$ cat config.mk
export PLATFORM = sky130hd
export DESIGN_NAME = scpc_top
export DESIGN_NICKNAME = d
export VERILOG_FILES = /design/src/inc/scpc_pkg.sv /design/src/inc/scpc_chan_if.sv /design/src/design/scpc_chan.sv /design/src/design/scpc_top.sv
export VERILOG_INCLUDE_DIRS = /design/src /design/src/inc
export SDC_FILE = /design/constraint.sdc
export NUM_CORES = 1
export LEC_CHECK = 0
export BUFFER_PORTS_ARGS = -buffer_cell sky130_fd_sc_hd__buf_2
export CAP_MARGIN = 20
export CORE_UTILIZATION = 45
export DETAILED_ROUTE_END_ITERATION = 6
export GPL_ROUTABILITY_DRIVEN = 0
export GPL_TIMING_DRIVEN = 1
export PLACE_DENSITY = 0.69
export REMOVE_ABC_BUFFERS = 1
export SKIP_CTS_REPAIR_TIMING = 1
export SYNTH_ARGS = -nofsm -noshare
export SYNTH_HDL_FRONTEND = slang
export SYNTH_SLANG_ARGS = --single-unit
$ cat constraint.sdc
create_clock -name clk_i -period 3.5 [get_ports clk_i]
set_input_delay 0.35 -clock clk_i [delete_from_list [all_inputs] [get_ports clk_i]]
set_output_delay 0.35 -clock clk_i [all_outputs]
set_load 0.1 [all_outputs]
$ cat src/inc/scpc_regs.svh
// Register offsets, field positions and reset values of the pin controller
`ifndef SCPC_REGS_SVH
`define SCPC_REGS_SVH

// Byte offsets of the APB registers
`define SCPC_CTRL_A_OFS   12'h000
`define SCPC_CTRL_B_OFS   12'h004
`define SCPC_STATUS_OFS   12'h008
`define SCPC_MASK_OFS     12'h00C
`define SCPC_PINS_OFS     12'h010

// Channel control word layout
`define SCPC_CFG_W        14
`define SCPC_F_RTS        0
`define SCPC_F_DTR        1
`define SCPC_F_ASYNC      2
`define SCPC_F_AUTO       3
`define SCPC_F_RTS_GPO    4
`define SCPC_F_RTS_VAL    5
`define SCPC_F_DTR_MODE   6
`define SCPC_F_DTR_VAL    8
`define SCPC_F_CLK_SEL    9
`define SCPC_F_MULT       11
`define SCPC_F_XTAL       13

// Event bits of status and mask
`define SCPC_EV_W         5
`define SCPC_EV_REL_A     0
`define SCPC_EV_REL_B     1
`define SCPC_EV_START_A   2
`define SCPC_EV_START_B   3
`define SCPC_EV_IRQ_ACK_IN_N    4

// Reset values and synchroniser width
`define SCPC_CTRL_RST     14'h0000
`define SCPC_MASK_RST     5'h00
`define SCPC_SYNC_W       7

`endif

$ cat src/inc/scpc_pkg.sv
// Types shared by the pin controller modules
package scpc_pkg;

  typedef logic [13:0] scpc_cfg_t;

  // APB slave phase
  typedef enum logic {
    APB_IDLE,
    APB_ACK
  } scpc_apb_e;

  // Per-channel modem and clock pin state
  typedef struct packed {
    logic       rts_act;
    logic       rts_n;
    logic       dtr_n;
    logic       rtxc_prev;
    logic       rxd_prev;
    logic [5:0] div_cnt;
    logic       bit_tick;
    logic [3:0] route;
    logic       osc_en;
    logic       rel_ev;
    logic       start_ev;
  } scpc_chan_s;

  // Top-level state: synchronisers, registers and bus slave
  typedef struct packed {
    logic [6:0]       sy1;
    logic [6:0]       sy2;
    logic             ack_prev;
    logic [1:0][13:0] ctrl;
    logic [4:0]       status;
    logic [4:0]       mask;
    logic [4:0]       clr;
    scpc_apb_e        apb;
    logic             pready;
    logic             pslverr;
    logic [31:0]      prdata;
    logic             irq_n;
    logic             irq_oe;
    logic             int_lvl;
    logic             data_oe;
  } scpc_top_s;

endpackage : scpc_pkg

$ cat src/inc/scpc_chan_if.sv
// Control and status bundle between the top and one channel
`timescale 1ns/1ps
interface scpc_chan_if;
  scpc_pkg::scpc_cfg_t cfg;
  logic                tx_empty;
  logic                dma_req;
  logic                rtxc_lvl;
  logic                rxd_lvl;
  logic                rts_n;
  logic                dtr_n;
  logic                bit_tick;
  logic [3:0]          route;
  logic                osc_en;
  logic                rel_ev;
  logic                start_ev;

  // Top side drives settings and synchronised pins
  modport ctl (output cfg, tx_empty, dma_req, rtxc_lvl, rxd_lvl,
               input rts_n, dtr_n, bit_tick, route, osc_en, rel_ev,
               start_ev);
  // Channel side drives modem pins and clock strobes
  modport chan (input cfg, tx_empty, dma_req, rtxc_lvl, rxd_lvl,
                output rts_n, dtr_n, bit_tick, route, osc_en, rel_ev,
                start_ev);
endinterface : scpc_chan_if

$ cat src/design/scpc_chan.sv
// One serial channel: modem outputs, clock pin routing and divider
`timescale 1ns/1ps
`include "scpc_regs.svh"
module scpc_chan (
  input  wire logic   clk_i,
  input  wire logic   reset_n_i,
  input  wire logic   ce_i,
  scpc_chan_if.chan   ch
);

  scpc_pkg::scpc_chan_s r_r;
  scpc_pkg::scpc_chan_s r_nxt;
  logic                 auto_on;
  logic                 clk_edge;
  logic [1:0]           dmode;

  // Receive clock factor as a divider terminal count
  function automatic logic [5:0] div_tc(input logic [1:0] mult,
                                        input logic       async_md);
    logic [5:0] tc;
    case (mult)
      2'h1:    tc = 6'h0F;
      2'h2:    tc = 6'h1F;
      2'h3:    tc = 6'h3F;
      default: tc = 6'h00;
    endcase
    // Sync modes run the clock at bit rate
    div_tc = async_md ? tc : 6'h00;
  endfunction : div_tc

  assign auto_on  = ch.cfg[`SCPC_F_ASYNC] & ch.cfg[`SCPC_F_AUTO];
  assign clk_edge = ch.rtxc_lvl & ~r_r.rtxc_prev;
  assign dmode    = ch.cfg[`SCPC_F_DTR_MODE +: 2];

  // Next state of the channel
  always_comb begin
    r_nxt           = r_r;
    r_nxt.rel_ev    = 1'b0;
    r_nxt.bit_tick  = 1'b0;
    r_nxt.route     = 4'h0;
    r_nxt.rtxc_prev = ch.rtxc_lvl;
    r_nxt.rxd_prev  = ch.rxd_lvl;
    r_nxt.start_ev  = r_r.rxd_prev & ~ch.rxd_lvl;
    r_nxt.osc_en    = ch.cfg[`SCPC_F_XTAL];                 // [RL11]
    // Auto mode keeps the request up until the shifter drains
    if (ch.cfg[`SCPC_F_RTS]) begin
      r_nxt.rts_act = 1'b1;                                 // [RL6]
    end else if (auto_on) begin
      if (ch.tx_empty) begin
        r_nxt.rts_act = 1'b0;                               // [RL7]
      end
    end else begin
      r_nxt.rts_act = 1'b0;                                 // [RL8]
    end
    r_nxt.rel_ev = r_r.rts_act & ~r_nxt.rts_act & auto_on;
    // General-purpose use overrides the modem function
    if (ch.cfg[`SCPC_F_RTS_GPO]) begin
      r_nxt.rts_n = ~ch.cfg[`SCPC_F_RTS_VAL];               // [RL9]
    end else begin
      r_nxt.rts_n = ~r_nxt.rts_act;
    end
    case (dmode)
      2'h0:    r_nxt.dtr_n = ~ch.cfg[`SCPC_F_DTR];          // [RL1]
      2'h1:    r_nxt.dtr_n = ~ch.cfg[`SCPC_F_DTR_VAL];      // [RL1]
      2'h2:    r_nxt.dtr_n = ~ch.dma_req;                   // [RL1]
      default: r_nxt.dtr_n = 1'b1;
    endcase
    // Clock pin edge goes to one consumer and to the divider
    if (clk_edge) begin
      r_nxt.route = 4'(4'h1 << ch.cfg[`SCPC_F_CLK_SEL +: 2]);  // [RL10]
      if (r_r.div_cnt >= div_tc(ch.cfg[`SCPC_F_MULT +: 2],
                                ch.cfg[`SCPC_F_ASYNC])) begin
        r_nxt.div_cnt  = 6'h00;                             // [RL12]
        r_nxt.bit_tick = 1'b1;
      end else begin
        r_nxt.div_cnt = 6'(r_r.div_cnt + 6'h01);
      end
    end
  end

  // State register, frozen while the clock enable is low
  always_ff @(posedge clk_i or negedge reset_n_i) begin
    if (!reset_n_i) begin
      r_r <= '{rts_n: 1'b1, dtr_n: 1'b1, rtxc_prev: 1'b1,
               rxd_prev: 1'b1, default: '0};
    end else if (ce_i) begin
      r_r <= r_nxt;
    end
  end

  assign ch.rts_n    = r_r.rts_n;
  assign ch.dtr_n    = r_r.dtr_n;
  assign ch.bit_tick = r_r.bit_tick;
  assign ch.route    = r_r.route;
  assign ch.osc_en   = r_r.osc_en;
  assign ch.rel_ev   = r_r.rel_ev;
  assign ch.start_ev = r_r.start_ev;
endmodule : scpc_chan

$ cat src/design/scpc_top.sv
// Dual-channel serial pin controller with APB register access
//
// The placing of the registers and the APB slave port were left to the implementer.
`timescale 1ns/1ps
`include "scpc_regs.svh"
// What this block does
// RL1 - Terminal-ready pin shows its bit, a general output or DMA request.
// RL2 - Open-drain interrupt request is pulled low while one is pending.
// RL3 - Interrupt acknowledge is sampled on the rising master clock edge.
// RL4 - Host inputs are synchronised to the master clock, of free phase.
// RL5 - Select plus read strobe switches the data bus drivers on.
// RL6 - Setting a channel's send-request bit drives its pin low.
// RL7 - Async with auto enables: pin stays low until transmitter empties.
// RL8 - Sync mode or no auto enables: pin follows the bit directly.
// RL9 - The send-request pin can be a plain general-purpose output.
// RL10 - Clock pin can feed receive, transmit, rate generator or loop clock.
// RL11 - Only channel A's clock pin forms an oscillator with its sync pin.
// RL12 - The async receive clock may be 1, 16, 32 or 64 times the bit rate.
// RL13 - Both channels behave alike, each under its own control bits.
module scpc_top (
  input  wire logic        clk_i,
  input  wire logic        reset_n_i,
  input  wire logic        ce_i,
  input  wire logic        psel_i,
  input  wire logic        penable_i,
  input  wire logic        pwrite_i,
  input  wire logic [11:0] paddr_i,
  input  wire logic [31:0] pwdata_i,
  output logic      [31:0] prdata_o,
  output logic             pready_o,
  output logic             pslverr_o,
  input  wire logic        irq_ack_in_n_i,
  input  wire logic        cs_n_i,
  input  wire logic        rd_n_i,
  input  wire logic        rx_tx_clock_pin_a_n_i,
  input  wire logic        rx_tx_clock_pin_b_n_i,
  input  wire logic        serial_in_a_i,
  input  wire logic        serial_in_b_i,
  input  wire logic [1:0]  tx_empty_i,
  input  wire logic [1:0]  dma_req_i,
  output logic             send_request_a_n_o,
  output logic             send_request_b_n_o,
  output logic             term_ready_or_dma_req_a_n_o,
  output logic             term_ready_or_dma_req_b_n_o,
  output logic             irq_n_o,
  output logic             irq_oe_o,
  output logic             int_o,
  output logic             data_oe_o,
  output logic [3:0]       a_clk_route_o,
  output logic [3:0]       b_clk_route_o,
  output logic             a_bit_tick_o,
  output logic             b_bit_tick_o,
  output logic             xtal_osc_en_o
);

  scpc_pkg::scpc_top_s r_r;
  scpc_pkg::scpc_top_s r_nxt;
  logic [6:0]          pins_raw;
  logic [4:0]          ev;
  logic                ack_fall;
  logic                bus_req;
  logic                is_mapped;
  logic [31:0]         rd_word;

  scpc_chan_if ch_if[2] ();

  // Address decode shared by the read and write paths
  function automatic logic [2:0] reg_sel(input logic [11:0] a);
    case (a)
      `SCPC_CTRL_A_OFS: reg_sel = 3'h1;
      `SCPC_CTRL_B_OFS: reg_sel = 3'h2;
      `SCPC_STATUS_OFS: reg_sel = 3'h3;
      `SCPC_MASK_OFS:   reg_sel = 3'h4;
      `SCPC_PINS_OFS:   reg_sel = 3'h5;
      default:          reg_sel = 3'h0;
    endcase
  endfunction : reg_sel

  // Raw pin inputs, all from outside this clock domain
  assign pins_raw = {serial_in_b_i, serial_in_a_i, rx_tx_clock_pin_b_n_i,
                     rx_tx_clock_pin_a_n_i, rd_n_i, cs_n_i,
                     irq_ack_in_n_i};

  // Both channels built alike, each on its own control word
  for (genvar g = 0; g < 2; g++) begin : g_chan
    assign ch_if[g].cfg      = r_r.ctrl[g];                 // [RL13]
    assign ch_if[g].tx_empty = tx_empty_i[g];
    assign ch_if[g].dma_req  = dma_req_i[g];
    assign ch_if[g].rtxc_lvl = ~r_r.sy2[3 + g];
    assign ch_if[g].rxd_lvl  = r_r.sy2[5 + g];
    scpc_chan u_chan (
      .clk_i     (clk_i),
      .reset_n_i (reset_n_i),
      .ce_i      (ce_i),
      .ch        (ch_if[g])
    );
  end

  // Events feeding the sticky status bits
  assign ack_fall = r_r.ack_prev & ~r_r.sy2[0];             // [RL3]
  assign ev = {ack_fall, ch_if[1].start_ev, ch_if[0].start_ev,
               ch_if[1].rel_ev, ch_if[0].rel_ev};
  assign bus_req   = psel_i & penable_i;
  assign is_mapped = reg_sel(paddr_i) != 3'h0;

  // Read mux; pin view shows synchronised levels and driven outputs
  always_comb begin
    rd_word = 32'h0000_0000;
    case (reg_sel(paddr_i))
      3'h1:    rd_word[13:0] = r_r.ctrl[0];
      3'h2:    rd_word[13:0] = r_r.ctrl[1];
      3'h3:    rd_word[4:0]  = r_r.status;
      3'h4:    rd_word[4:0]  = r_r.mask;
      3'h5:    rd_word[10:0] = {ch_if[1].dtr_n, ch_if[0].dtr_n,
                                ch_if[1].rts_n, ch_if[0].rts_n,
                                r_r.sy2};
      default: rd_word = 32'h0000_0000;
    endcase
  end

  // Next state: synchronisers, bus slave, registers, pin drivers
  always_comb begin
    r_nxt          = r_r;
    r_nxt.sy1      = pins_raw;                              // [RL4]
    r_nxt.sy2      = r_r.sy1;                               // [RL4]
    r_nxt.ack_prev = r_r.sy2[0];
    r_nxt.clr      = 5'h00;
    // Two-cycle access keeps every bus output on a flip-flop
    case (r_r.apb)
      scpc_pkg::APB_IDLE: begin
        if (bus_req) begin
          r_nxt.apb     = scpc_pkg::APB_ACK;
          r_nxt.pready  = 1'b1;
          r_nxt.pslverr = ~is_mapped;
          r_nxt.prdata  = pwrite_i ? 32'h0000_0000 : rd_word;
        end
      end
      scpc_pkg::APB_ACK: begin
        r_nxt.apb     = scpc_pkg::APB_IDLE;
        r_nxt.pready  = 1'b0;
        r_nxt.pslverr = 1'b0;
        if (bus_req && pwrite_i) begin
          case (reg_sel(paddr_i))
            3'h1: r_nxt.ctrl[0] = pwdata_i[13:0];
            // Channel B has no oscillator option
            3'h2: r_nxt.ctrl[1] = pwdata_i[13:0]
                                  & ~(14'h0001 << `SCPC_F_XTAL);  // [RL11]
            3'h4: r_nxt.mask = pwdata_i[4:0];
            default: r_nxt.mask = r_r.mask;
          endcase
        end else if (bus_req && reg_sel(paddr_i) == 3'h3) begin
          // Clear only what the read returned
          r_nxt.clr = r_r.prdata[4:0];
        end
      end
      default: begin
        r_nxt.apb    = scpc_pkg::APB_IDLE;
        r_nxt.pready = 1'b0;
      end
    endcase
    // A new event wins over a read-clear in the same cycle
    r_nxt.status  = (r_r.status & ~r_nxt.clr) | ev;
    r_nxt.int_lvl = |(r_nxt.status & r_nxt.mask);
    r_nxt.irq_oe  = r_nxt.int_lvl;                          // [RL2]
    r_nxt.irq_n   = ~r_nxt.int_lvl;                         // [RL2]
    r_nxt.data_oe = ~r_r.sy2[1] & ~r_r.sy2[2];              // [RL5]
  end

  // Single state register; all outputs except the channel pin, route, tick and oscillator ones are taken from it
  always_ff @(posedge clk_i or negedge reset_n_i) begin
    if (!reset_n_i) begin
      r_r <= '{sy1: 7'h7F, sy2: 7'h7F, ack_prev: 1'b1,
               ctrl: {`SCPC_CTRL_RST, `SCPC_CTRL_RST},
               mask: `SCPC_MASK_RST, apb: scpc_pkg::APB_IDLE,
               irq_n: 1'b1, default: '0};
    end else if (ce_i) begin
      r_r <= r_nxt;
    end
  end

  assign prdata_o                    = r_r.prdata;
  assign pready_o                    = r_r.pready;
  assign pslverr_o                   = r_r.pslverr;
  assign irq_n_o                     = r_r.irq_n;
  assign irq_oe_o                    = r_r.irq_oe;
  assign int_o                       = r_r.int_lvl;
  assign data_oe_o                   = r_r.data_oe;
  assign send_request_a_n_o          = ch_if[0].rts_n;
  assign send_request_b_n_o          = ch_if[1].rts_n;
  assign term_ready_or_dma_req_a_n_o = ch_if[0].dtr_n;
  assign term_ready_or_dma_req_b_n_o = ch_if[1].dtr_n;
  assign a_clk_route_o               = ch_if[0].route;
  assign b_clk_route_o               = ch_if[1].route;
  assign a_bit_tick_o                = ch_if[0].bit_tick;
  assign b_bit_tick_o                = ch_if[1].bit_tick;
  // Oscillator mode is only kept in the channel A word
  assign xtal_osc_en_o               = ch_if[0].osc_en;
endmodule : scpc_top

Word level (Yosys, flattened, before mapping)
Index checks and enable logic that the tools add are counted.
{"block": "totals", "ff_bits": 127, "inputBits": 61, "output_inout_bits": 53, "word_cells": 155}
{"block": "classes", "n_addsub": 2, "magnitude_cmp": 2, "eq_ne": 24, "shifts": 2, "n_mux": 38, "n_bitwise": 39, "reduce_logical": 13}
{"op": "one-hot mux 6 bit (3 select lines)", "count": 3}
{"op": "two-way mux 6 bit", "count": 6}
{"op": "two-way mux 35 bit", "count": 1}
{"op": "two-way mux 5 bit", "count": 6}
{"op": "one-hot mux 5 bit (5 select lines)", "count": 1}
{"op": "equality test 12 x 4 -> 1 bit (second input constant)", "count": 2}
{"op": "inverter 1 bit", "count": 22}
{"op": "one-hot mux 3 bit (5 select lines)", "count": 1}
{"op": "two-way mux 14 bit", "count": 1}
{"op": "bitwise AND 1 bit", "count": 13}
{"op": "adder 6 x 1 -> 6 bit (second input constant)", "count": 2}
{"op": "equality test 12 x 3 -> 1 bit (second input constant)", "count": 1}
{"op": "equality test 12 x 5 -> 1 bit (second input constant)", "count": 1}
{"op": "equality test 2 bit (second input constant)", "count": 6}
{"op": "equality test 3 x 2 -> 1 bit (second input constant)", "count": 4}
{"op": "greater-or-equal comparator 6 bit", "count": 2}
{"op": "zero test 12 bit", "count": 1}
{"op": "two-way mux 3 bit", "count": 4}
{"op": "one-hot mux 3 bit (2 select lines)", "count": 2}
{"op": "bitwise AND 5 bit", "count": 2}
{"op": "two-way mux 1 bit", "count": 10}
{"op": "two-way mux 10 bit", "count": 1}
{"op": "equality test 3 bit (second input constant)", "count": 3}
{"op": "equality test 2 x 1 -> 1 bit (second input constant)", "count": 4}
{"op": "other kinds (13)", "count": 21}

Depth between registers and ports, before layout
{"block": "logic_depth", "depth_word": 15, "mapped_depth": 10, "ltp_nobuf": 10}

Hierarchy
A second synthesis with hierarchy kept.
{"block": "hier_totals", "cells_unflattened": 508, "hier_area_um2": 5635.4}
{"mod": "scpc_top", "instances": 1, "cells_each": 296, "area_each_um2": 3525.9, "seq_area_each_um2": 1821.7}
{"mod": "scpc_chan", "instances": 2, "cells_each": 106, "area_each_um2": 1054.8, "seq_area_each_um2": 480.5}

Worst setup path before layout
Ideal clock, no wire load.
{"block": "synth_path", "path_kind": "reg-to-reg", "start": "register r_r, in the netlist ch_if[1].cfg[12]", "end": "register g_chan[1].u_chan.r_r[13] (netlist bit)", "setup_ps": 101, "arrival_time_ps": 2398, "required_ps": 3399, "slack_ps": 1001, "stages_incl_launch_ff": 11, "n_path_buf": 0, "period_less_slack_ps": 2499, "cell_sequence": "dfrtp_1 o21ai_0 inv_1 ha_1 nand2b_1 a21o_1 a21o_1 a211o_1 a21oi_2 nand2_1 o311ai_2"}
{"block": "synth_between", "elab_chain_cells": 6, "elab_cells_between_ends": 8, "cone_classes": "order compare (1); eq/ne (3); mux (4)"}
{"element": "start, declared", "line": "scpc_top.sv:56", "rtl": "scpc_pkg::scpc_top_s r_r;"}
{"element": "start signal, assigned", "line": "scpc_top.sv:172", "rtl": "r_r <= '{sy1: 7'h7F, sy2: 7'h7F, ack_prev: 1'b1,"}
{"element": "start signal, assigned", "line": "scpc_top.sv:177", "rtl": "r_r <= r_nxt;"}
{"element": "equality test 2 bit or equality test 2 x 1 -> 1 bit (tied branches)", "line": "scpc_chan.sv:21", "rtl": "case (mult)"}
{"element": "one-hot mux 6 bit (3 select lines) *", "line": "scpc_chan.sv:21"}
{"element": "two-way mux 6 bit *", "line": "scpc_chan.sv:69", "rtl": "if (clk_edge) begin"}
{"element": "two-way mux 6 bit *", "line": "scpc_chan.sv:28", "rtl": "div_tc = async_md ? tc : 6'h00;"}
{"element": "greater-or-equal comparator 6 bit *", "line": "scpc_chan.sv:71", "rtl": "if (r_r.div_cnt >= div_tc(ch.cfg[`SCPC_F_MULT +: 2],"}
{"element": "two-way mux 6 bit *", "line": "scpc_chan.sv:71"}
{"element": "end signal, assigned", "line": "scpc_chan.sv:84", "rtl": "r_r <= '{rts_n: 1'b1, dtr_n: 1'b1, rtxc_prev: 1'b1,"}
{"element": "end signal, assigned", "line": "scpc_chan.sv:87", "rtl": "r_r <= r_nxt;"}
{"element": "end, declared", "line": "scpc_chan.sv:11", "rtl": "scpc_pkg::scpc_chan_s r_r;"}
Every way passes the cells marked *; elsewhere a longest branch is shown, timed or not. The select of a mux whose other input is x is not followed.
A chain may end at the register's enable or synchronous reset.

Worst setup path after layout
Ends and elaborated chain as after synthesis.

==> impl_metrics.toml <==
[critical_path]
cp_max_fo = 5
start_kind = "flop"
cp_slowest_stage_delay_ps = 420
cp_slowest_cell = "dfrtp_1"
worstPathCellList = "o21ai_0 > inv_1 > ha_1 > nand2b_1 > a21o_1 > a21o_1 > a211o_1 > a21oi_2 > nand2_1 > o311ai_2"
critical-path-top-delay-family = "compound AO/OA/AOI/OAI gates"
crit_required_ps = 3760
arrival_ps = 3040
path_class = "reg -> reg"
path_buf_inv = 1
crit_path_end_kind = "flop"
cpMostUsedCell = "a21o_1"

[power]
power.density_nw_per_um2 = 506.6
peakVddDrop_v = 0.0003399
leakage_uw = 0.002857

[die]
dieArea_um2 = 12650
die_y_um = 112.5
initial_utilization = 0.4709
die_x_um = 112.5
ios = 114
core_um2 = 11660
fp-row-count = 39

[layout]
multi_input_area_um2 = 2333
utilization = 0.5211
area_delta_synth_final_pct = 10.66
antenna_cells = 0
drive_gt1_frac = 0.3321
nets = 621
fill_cells = 1025
seq_area_um2 = 2758

[synth]
syn_inst = 495
yosysTopAreaCell = "dfrtp_1"
avgSynthCellArea_um2 = 11.09
synth-adder-area-share = 0.03190
synth-simple-area-share = 0.1135
ys_ff_latch = 109
synth_area_leaders = "dfrtp_1 (39%), dfstp_2 (11%), mux2_2 (10%)"
ys_seq_area_frac = 0.5022
synth_compound_gate_area_share = 0.1408
synth_xor_area_frac = 0
synth_area_um2 = 5492
ys_types = 51
synth_top_cell_area_share = 0.3873
synth.area.mux_share = 0.1265
yosys_warnings = 0
synth-main-ff-cell = "dfrtp_1"
async_flop_share = 1.000
synth_edf_count = 0
synth_top_family_by_area = "compound AO/OA/AOI/OAI gates"

[route]
wl_met2_mm = 5.896
wire_per_inst_um = 17.81
highest_layer = "met4"
wl_met1_mm = 5.629
route.met3.wl_um = 699
drt_iter0_markers = 340
viasPerCell = 5.707
via_count = 3961
drt-pass1-iter-count = 5
drcViolationCount = 0
routed_wl_mm = 12.36
ant_nets = 0

[global_route]
grt_max_degree = 66
grt_antenna_before_repair = 0
grt_pass1_vias = 3852
grt_pass1_wl_mm = 19.90
overflow = 0
track_usage = 0.2036

[timing]
hold-worst-slack_ps = 93.27
tightestPinTransition_ps = 883.3
setup-tns-final_ps = 0
relSlewSlack = 0.4049
slew_violations = 0
fmax_mhz = 359.6
fin_crit_sh = 0.7946
rsz0062_at_grt = "false"
skew_ps = 11.75
hold_viol = 0
setup_viol = 0
post-route-min-period_ps = 2781

[clock_network]
clock_latency_ps = 360
cts-root-buf = "clkbuf_16"
h-tree-depth = 3
cts_tree = "yes"
cts_max_path_buffers = 2
cts.sinks = 109
clk_pin_slew_ps = 80
cts-buffers-inserted = 9

[place]
dp_hpwl_mm = 8.639
io_buffers = 77

[run_status]
outcome = "complete, no violations"

[flow_run]
cap_violations = 0

[min_path]
min_path_type = "in -> async"
[cell type report]
type | instances | area share
multi-input cells | 328 | 0.3840
repair buffers | 85 | 0.07577
flip-flops and latches | 109 | 0.4538
clock buffers | 9 | 0.03706
well taps | 143 | 0.02944
clock inverters | 7 | 0.01194
inverters | 13 | 0.008030
[stage by stage]
step                      power (µW)  std cells  setup slack (ps)  area [µm²]
after CTS                       3094        694             720.3        6077
final                           3078        694             718.8        6077
after global placement          2062        678             813.5        5779
after floorplan                 1911        450              1001        5140
after global routing            3217        694             457.0        6077
after detailed placement        2085        678             729.3        5779
[per-layer routing]
layer,GRT usage,vias to the layer above
met2,0.3251,136
met4,0.05600,0
li1,-,1838
met3,0.03240,9
met5,0,-
met1,0.2888,1978
[report_power, final]
group / total [µW] / leakage [µW] / internal (µW) / switching (µW)
Combinational: 589 / 0.00132 / 167 / 422
Clock: 1020 / 0.000144 / 507 / 509
Sequential: 1470 / 0.00140 / 1380 / 95.6
Total: 3080 / 0.00286 / 2050 / 1030
[Yosys cell counts, types with 2 or more instances]
cell type  count
ha_1          14
dfstp_2       24
clkbuf_1       7
a221oi_1       5
nor3_1        10
nand3_1       15
a21o_1         9
or3_1          2
nand3b_1       3
nor2_1        24
nand2_1       45
a21oi_1       11
o31ai_1        5
o21ai_0       36
a32o_1         2
nand2b_1       5
o2bb2ai_1      4
inv_1         13
o211ai_1       2
nor3b_2        2
a22o_1        12
a211oi_1       3
o32ai_1        2
dfrtp_1       85
and3_1         4
nor4b_1        2
nor4_1         3
a222oi_1       6
mux2i_1       12
o22ai_1        5
buf_4         44
o21bai_1       3
buf_1          5
buf_2          5
mux2_2        50
[kinds of logic after synthesis]
family,count (synthesis)
flops,109
mux,63
buf+inv,75
compound gates,111
fa+ha+maj,14
other cells,1
simple gates,122
[worst register-to-register path, delay by kind of cell, from the launching register on]
family | cells | cell delay (ps)
compound gates | 6 | 1610
flops | 1 | 420
simple gates | 2 | 310
fa+ha+maj | 1 | 270
buf+inv | 1 | 90
[path summary, 6_finish.rpt]
kind | start | end | slack [ps] | depth (start not counted)
min | reset_n_i | r_r[51] | 90 | 1
min in group clk_i | serial_in_a_i | r_nxt[88] | 220 | 2
min reg2reg | prdata_o[7] | prdata_o[7] | 490 | 2
max reg2reg | ch_if[1].cfg[12] | g_chan[1].u_chan.r_r[13] | 720 | 10
max | ch_if[1].cfg[12] | g_chan[1].u_chan.r_r[13] | 720 | 10
max in group asynchronous | reset_n_i | g_chan[1].u_chan.r_r[15] | 2610 | 2
[sequential cells by signal (all words and copies together) (netlist names), 8 cells and up]
name,count
ch_if.cfg,27
g_chan.u_chan.ch.route,8
g_chan.u_chan.r_r,18
prdata_o,14
r_nxt,8
r_r,16
[cell usage in the layout (no fill, tap or decap), drive strengths merged, types with 11 or more instances in the layout]
cell   count
dfrtp     85
buf       85
mux2      51
nand2     45
o21ai     36
nor2      24
dfstp     24
conb      18
inv       18
nand3     15
ha        14
a22o      12
mux2i     12
a21oi     12
nor3      11
Power figures use the tool's default switching activity.
